[config.mk]
export PLATFORM = sky130hd
export DESIGN_NAME = srsf_status
export DESIGN_NICKNAME = d
export VERILOG_FILES = /design/src/rtl/srsf_pkg.sv /design/src/rtl/srsf_axis_if.sv /design/src/rtl/srsf_status.sv /design/src/rtl/srsf_axis_flags.sv
export SDC_FILE = /design/constraint.sdc
export NUM_CORES = 1
export LEC_CHECK = 0
export BUFFER_PORTS_ARGS = -buffer_cell sky130_fd_sc_hd__buf_2
export CORE_MARGIN = 10
export CORE_UTILIZATION = 42
export DETAILED_ROUTE_END_ITERATION = 8
export PLACE_DENSITY_LB_ADDON = 0.15
export SETUP_SLACK_MARGIN = 0.5
export SYNTH_ARGS = -nofsm -noshare
export SYNTH_HDL_FRONTEND = slang
export SYNTH_SLANG_ARGS = --single-unit
[constraint.sdc]
create_clock -name clk -period 1.3 [get_ports clk]
set_input_delay 0.065 -clock clk [delete_from_list [all_inputs] [get_ports clk]]
set_output_delay 0.065 -clock clk [all_outputs]
set_load 0.05 [all_outputs]
[src/rtl/srsf_pkg.sv]
// Purpose: Shared constants for the sample-ready status flags block.
// Assumes: One 20 MHz clock, synchronous active-high reset.
// Notes: Status register sits at address 0x00 of the device register space.
package srsf_pkg;
  localparam int          AXIS_COUNT       = 3;
  localparam logic [7:0]  STATUS_ADDR      = 8'h00;
  localparam logic [7:0]  STATUS_RESET     = 8'h00;
  localparam logic [1:0]  QUEUE_MODE_OFF   = 2'h0;
  localparam int          BIT_ALL_OVERRUN  = 7;
  localparam int          BIT_OVERRUN_BASE = 4;
  localparam int          BIT_ALL_READY    = 3;
  localparam int          BIT_READY_BASE   = 0;
  localparam int          AXIS_X           = 0;
  localparam int          AXIS_Y           = 1;
  localparam int          AXIS_Z           = 2;

  typedef enum logic [2:0] {
    SRSF_VIEW_IDLE  = 3'b001,
    SRSF_VIEW_FLAGS = 3'b010,
    SRSF_VIEW_QUEUE = 3'b100
  } srsf_view_type;
endpackage

[src/rtl/srsf_axis_if.sv]
// Purpose: Carries per-axis event and clear strobes plus flag state.
// Assumes: All signals in the clk domain.
// Notes: One bit per axis, index 0 is X, 1 is Y, 2 is Z.
`timescale 1ns/1ns
interface srsf_axis_if;
  logic [2:0] sample_done;
  logic [2:0] high_read;
  logic [2:0] ready;
  logic [2:0] overrun;
  modport owner (input sample_done, input high_read, output ready, output overrun);
  modport user  (output sample_done, output high_read, input ready, input overrun);
endinterface

[src/rtl/srsf_status.sv]
// Purpose: Sample-ready status register at address 0x00 of a three-axis sensor.
// Assumes: Register reads arrive as one-cycle strobes with an address; clk is 20 MHz.
// Notes: Address 0x00 shows these flags only while the queue mode field is zero.
`timescale 1ns/1ns
module srsf_status #(
  parameter int AXES = 3
) (
  // Clock and reset.
  input  wire logic       clk,
  input  wire logic       sys_rst,
  // Acquisition events, one-cycle pulses, and their per-axis enables, bit 0 X, 1 Y, 2 Z.
  input  wire logic [2:0] sample_done,
  input  wire logic [2:0] axis_enable,
  // Host register access.
  input  wire logic       reg_read,
  input  wire logic       reg_write,
  input  wire logic [7:0] reg_addr,
  input  wire logic [7:0] reg_wdata,
  // High-byte read strobes, one-cycle pulses, bit 0 X, 1 Y, 2 Z.
  input  wire logic [2:0] high_read,
  // Queue subsystem.
  input  wire logic [1:0] queue_mode,
  input  wire logic [7:0] queue_status,
  // Read data.
  output logic [7:0]      reg_rdata,
  output logic            reg_rvalid,
  output logic [7:0]      sample_ready_status
);
  srsf_axis_if axis_bus ();
  srsf_pkg::srsf_view_type view;
  logic [2:0] set_read_pending;
  logic       all_ready;
  logic       all_overrun;
  logic       set_event;
  logic       set_overrun;
  logic       set_done;
  logic [2:0] next_pending;

  assign axis_bus.sample_done = sample_done & axis_enable;
  assign axis_bus.high_read   = high_read;

  genvar g;
  generate
    for (g = 0; g < AXES; g++) begin : g_axis
      srsf_axis_flags u_flags (
        .clk         (clk),
        .sys_rst     (sys_rst),
        .sample_done (axis_bus.sample_done[g]),
        .high_read   (axis_bus.high_read[g]),
        .ready       (axis_bus.ready[g]),
        .overrun     (axis_bus.overrun[g])
      );
    end
  endgenerate

  // Tracks which high bytes were read since the last new sample or the last read of all three.
  assign set_event    = |axis_bus.sample_done;
  assign set_overrun  = |(axis_bus.sample_done & axis_bus.ready);
  assign next_pending = set_event ? 3'b000 : (set_read_pending | high_read);
  assign set_done     = &(set_read_pending | high_read);

  always_ff @(posedge clk) begin
    if (sys_rst) begin
      set_read_pending <= 3'b000;
    end else if (set_done && !set_event) begin
      set_read_pending <= 3'b000;
    end else begin
      set_read_pending <= next_pending;
    end
  end

  always_ff @(posedge clk) begin
    if (sys_rst) begin
      all_ready <= 1'b0;
    end else if (set_event) begin
      all_ready <= 1'b1;
    end else if (set_done) begin
      all_ready <= 1'b0;
    end
  end

  always_ff @(posedge clk) begin
    if (sys_rst) begin
      all_overrun <= 1'b0;
    end else if (set_overrun) begin
      all_overrun <= 1'b1;
    end else if (set_done) begin
      all_overrun <= 1'b0;
    end
  end

  // Status byte; host writes are never looked at here.
  always_comb begin
    sample_ready_status = srsf_pkg::STATUS_RESET;
    sample_ready_status[srsf_pkg::BIT_ALL_OVERRUN] = all_overrun;
    sample_ready_status[srsf_pkg::BIT_OVERRUN_BASE +: 3] = axis_bus.overrun;
    sample_ready_status[srsf_pkg::BIT_ALL_READY] = all_ready;
    sample_ready_status[srsf_pkg::BIT_READY_BASE +: 3] = axis_bus.ready;
  end

  always_comb begin
    if (!reg_read || reg_addr != srsf_pkg::STATUS_ADDR) begin
      view = srsf_pkg::SRSF_VIEW_IDLE;
    end else if (queue_mode == srsf_pkg::QUEUE_MODE_OFF) begin
      view = srsf_pkg::SRSF_VIEW_FLAGS;
    end else begin
      view = srsf_pkg::SRSF_VIEW_QUEUE;
    end
  end

  always_ff @(posedge clk) begin
    if (sys_rst) begin
      reg_rdata  <= srsf_pkg::STATUS_RESET;
      reg_rvalid <= 1'b0;
    end else begin
      reg_rvalid <= view != srsf_pkg::SRSF_VIEW_IDLE;
      case (view)
        srsf_pkg::SRSF_VIEW_FLAGS: begin
          reg_rdata <= sample_ready_status;
        end
        srsf_pkg::SRSF_VIEW_QUEUE: begin
          reg_rdata <= queue_status;
        end
        default: begin
          reg_rdata <= reg_rdata;
        end
      endcase
    end
  end

  logic unused_write;
  assign unused_write = reg_write ^ (|reg_wdata);
endmodule

[src/rtl/srsf_axis_flags.sv]
// Purpose: Ready and overrun flags for one axis.
// Assumes: Strobes are one-cycle pulses synchronous to clk.
// Notes: A new sample in the same cycle as a clearing read keeps the flag set.
`timescale 1ns/1ns
module srsf_axis_flags (
  // Clock and reset.
  input  wire logic clk,
  input  wire logic sys_rst,
  // Strobes.
  input  wire logic sample_done,
  input  wire logic high_read,
  // Flags.
  output logic      ready,
  output logic      overrun
);
  always_ff @(posedge clk) begin
    if (sys_rst) begin
      ready <= 1'b0;
    end else if (sample_done) begin
      ready <= 1'b1;
    end else if (high_read) begin
      ready <= 1'b0;
    end
  end

  always_ff @(posedge clk) begin
    if (sys_rst) begin
      overrun <= 1'b0;
    end else if (sample_done && ready) begin
      overrun <= 1'b1;
    end else if (high_read) begin
      overrun <= 1'b0;
    end
  end
endmodule

==> run summary <==
The run finished with clean final reports. Between clock sinks in the finished design, the worst skew comes to 0.00163 ns. Arrival time at the worst endpoint: 1.29 ns. The tools report the total clock buffers created by CTS as 3.

Among cell families on the critical path, the largest total delay comes from simple AND/OR/NAND/NOR gates. Compared with the post-synthesis result, the final layout area differs by 64.2%. In the routed layout, each cell is associated on average with a via count of 4.98. Clock network fraction of design power: 0.229. In this run the static leakage power is 0.689 nW. Setup slack on the critical path of the routed design comes to 0.241 ns. The tools report the diode insertion count for antenna repair as 0. At the pin with the least slew margin, the transition time is 0.520 ns. The number of nets in the synthesized netlist is 148.

The first-pass detailed-route iteration total was 5. The launch instance of the worst min-delay path is axis_enable[1]. The completed layout was analyzed and its total power is 1.19 mW.

The number of buffer and inverter instances along the worst setup path was 0. The worst register-to-register path has a depth of 3. For the number of failing setup endpoints in the final timing report, the log shows 0. For the maximum vdd drop, the log shows 0.669 mV. Clock-pin slew was measured on the worst setup and hold paths at 0.10 ns. The core region is 0.00221 mm².

The worst hold path terminates at g_axis[1].u_flags.ready$_SDFFE_PP0P_. At the end of routability-driven placement, the weighted congestion stood at 0.749. The most frequent standard cell in the layout excluding fill and tap cells is sky130_fd_sc_hd__buf_2. The latest clock arrival within the worst-skew pair was 0.28 ns. The post-synthesis instance area was 972 µm².

The switching portion of total power came out at 0.270. Clock root buffer: sky130_fd_sc_hd__clkbuf_4. Yosys mapped the design onto 21 distinct sky130hd cell types.

For this block, the initial DRC count from the detailed router was 44. TritonCTS built the clock tree. The final setup TNS was 0 ns; the final critical-path required period was 1.06 ns. Number of antenna violations at the first check in global routing: 0. For this run, the leading register cell type out of synthesis is sky130_fd_sc_hd__dfxtp_1.

For the number of pins exceeding their max-slew limit in the final report, the log shows 0. The initial standard-cell utilization of the core is 0.439, and the number of standard cells after synthesis is 109. The combinational power share is 0.229. The highest cell delay on the worst timing path was 0.38 ns.

The number of storage elements in the synthesis netlist was 20. Counting every sink on the clock net gives 20. The total detailed-routing wirelength is 2.66 mm, and the setup slack of the worst register-to-register path is 0.24 ns.

After synthesis, the mean cell area works out to 8.92 µm². For this design, the slowest cell found on the critical path is sky130_fd_sc_hd__or3b_4. STA puts the critical path data required time at 1.53 ns.

The tools report the post-route cell area as 0.00160 mm². Worst hold margin: 0.0332 ns. The maximum fanout count along the critical path is 3. The total power density per cell area was 745 mW/mm²; the fraction of layout instances using a drive strength above 1 was 0.673. The number of port buffers came out at 46. In this run the core area contains 17 standard-cell rows. The count of nets left with antenna violations after detail routing is 0, and the normalized max-slew margin is 0.654.

In this run the power spent charging and discharging nets is 321 µW. Entering global routing, the biggest net connects 27 pins. The critical path crosses 3 cells after its start point. The die covers 0.00464 mm². No sink is reached through more buffers than the 2 on the longest clock path. The logs give 0 for the reported max-cap violation count and 0 for the total congestion overflow after global routing. The worst register-to-register path begins at g_axis[1].u_flags.overrun$_SDFFE_PP0P_.

The first global-routing pass estimated 3.75 mm of wire. The tightest min-delay check is of the in2reg type. Setup repair after global routing could not meet its margin everywhere. The library cells used most frequently in the layout, excluding fill and tap cells, are sky130_fd_sc_hd__buf_2 (29), sky130_fd_sc_hd__dfxtp_2 (19), sky130_fd_sc_hd__buf_8 (15), sky130_fd_sc_hd__a21oi_1 (9), sky130_fd_sc_hd__o21ai_0 (9). Static timing analysis puts the maximum clock frequency at 944 MHz. The kind of capture point of the worst setup path is a flip-flop. The final count of hold timing violations was 0; the top-level port count was 56. The sequential cell fraction of total power was 0.542; the die span in x was 68.1 µm. The run gives 814 as the via count of the first global-routing pass.

Walking the worst path, the cells encountered are or3b_4 -> a21oi_2 -> mux2_4. The global routing usage summed across all routing layers is 0.104. The internal power of the cells totals 867 µW. The logs give 0.412 for the fraction of the yosys area taken by sequential cells and 1 for the H-tree depth.

Vertical die dimension: 68.1 µm. In this run the critical register-to-register path is captured at reg_rdata[5]$_SDFFE_PP0P_. In the final design database the tool counted 200 nets. The Yosys step of the flow raised 0 warnings.

The number of cells traversed by the worst hold path was 3; the cell area after placement was 0.00122 mm². The async set or reset register ratio after synthesis was 0. Class of the most critical setup path: reg2reg. Across all layers, the routed design uses 931 vias. Dividing the detail-routed wire length by the instance count gives 14.2 µm.

For this run, design rule violations remaining after detail routing come to 0. The number of enable flip-flop cells after synthesis works out to 0. Ratio of final minimum period to clock period: 0.815. The startpoint type of the worst setup path was a flip-flop.

The run gives 0.0794 ns as the post-placement worst setup slack.
==> cells in the mapped netlist, drive strengths merged, types with 2 or more instances <==
| library cell | number | area [µm²] |
|---|---|---|
| dfxtp | 20 | 400 |
| a21oi | 15 | 75.1 |
| buf | 10 | 70.1 |
| o21ai | 10 | 50.1 |
| nor2 | 9 | 33.8 |
| mux2 | 8 | 90.1 |
| nor2b | 8 | 50.1 |
| or3b | 8 | 70.1 |
| nand2b | 6 | 37.5 |
| nand2 | 3 | 11.3 |
| nand3 | 3 | 15.0 |
| clkbuf | 2 | 7.51 |
==> flip-flops by register name (all words and copies together), names as in the netlist <==
| signal | flops |
|---|---|
| all_overrun | 1 |
| all_ready | 1 |
| g_axis.u_flags.overrun | 3 |
| g_axis.u_flags.ready | 3 |
| reg_rdata | 8 |
| reg_rvalid | 1 |
| set_read_pending | 3 |
==> area by class of cell <==
cell class | count | area, µm²
Fill cell | 188 | 616
Timing Repair Buffer | 59 | 509
Inverter | 1 | 3.75
Sequential cell | 20 | 424
Multi-Input combinational cell | 76 | 602
Tap cell | 28 | 35.0
Clock buffer | 3 | 22.5
==> worst register-to-register path, stage by stage (launching register included) <==
cell and delay, ns:
sky130_fd_sc_hd__dfxtp_2 0.36, sky130_fd_sc_hd__or3b_4 0.38, sky130_fd_sc_hd__a21oi_2 0.13, sky130_fd_sc_hd__mux2_4 0.15
==> cells by family after synthesis <==
family	synth area share
flops	0.412
compound gates	0.162
simple gates	0.250
mux	0.0927
buf+inv	0.0837
==> power by group through the flow <==
stage | Sequential (mW) | Combinational, mW | Clock (mW)
after detailed placement | 0.657 | 0.192 | 0
after global placement | 0.656 | 0.189 | 0
final | 0.644 | 0.272 | 0.273
after floorplan | 0.654 | 0.127 | 0
after global routing | 0.647 | 0.294 | 0.313
after CTS | 0.643 | 0.236 | 0.295
==> layer usage <==
metal,track usage,vias to the layer above,part of all wire
li1,-,477,-
met1,0.115,427,0.39
met2,0.177,25,0.53
met3,0.0343,2,0.074
met4,0.0452,0,0.0064
met5,0,-,0
==> worst max path at each step <==
stage | start | endpoint | slack [ns]
2_1_floorplan | reg_addr[3] | reg_rdata[0]$_SDFFE_PP0P_ | 0.27
3_3_place_gp | reg_addr[3] | reg_rdata[0]$_SDFFE_PP0P_ | 0.1
3_5_place_dp | reg_addr[3] | reg_rdata[0]$_SDFFE_PP0P_ | 0.08
4_1_cts | g_axis[2].u_flags.overrun$_SDFFE_PP0P_ | reg_rdata[6]$_SDFFE_PP0P_ | 0.26
5_1_grt | all_overrun$_SDFFE_PP0P_ | reg_rdata[7]$_SDFFE_PP0P_ | 0.18
6_report | g_axis[1].u_flags.overrun$_SDFFE_PP0P_ | reg_rdata[5]$_SDFFE_PP0P_ | 0.24
==> per-stage QoR <==
stage / utilization / cells
final: 0.722 / 187
after global routing: 0.722 / 187
after CTS: 0.669 / 182
after detailed placement: 0.554 / 171
after global placement: 0.554 / 171
after floorplan: - / 109
==> what timing repair did <==
action                                 in CTS  in global routing
pin swaps                                   7                  4
gates resized for setup                    57                 21
setup buffers                               8                  5
cloned                                      0                  0
setup endpoints to repair                  30                 35
hold buffers                                0                  0
endpoints found under the hold margin       0                  0
Note: power is estimated with default switching activity, not from simulation.
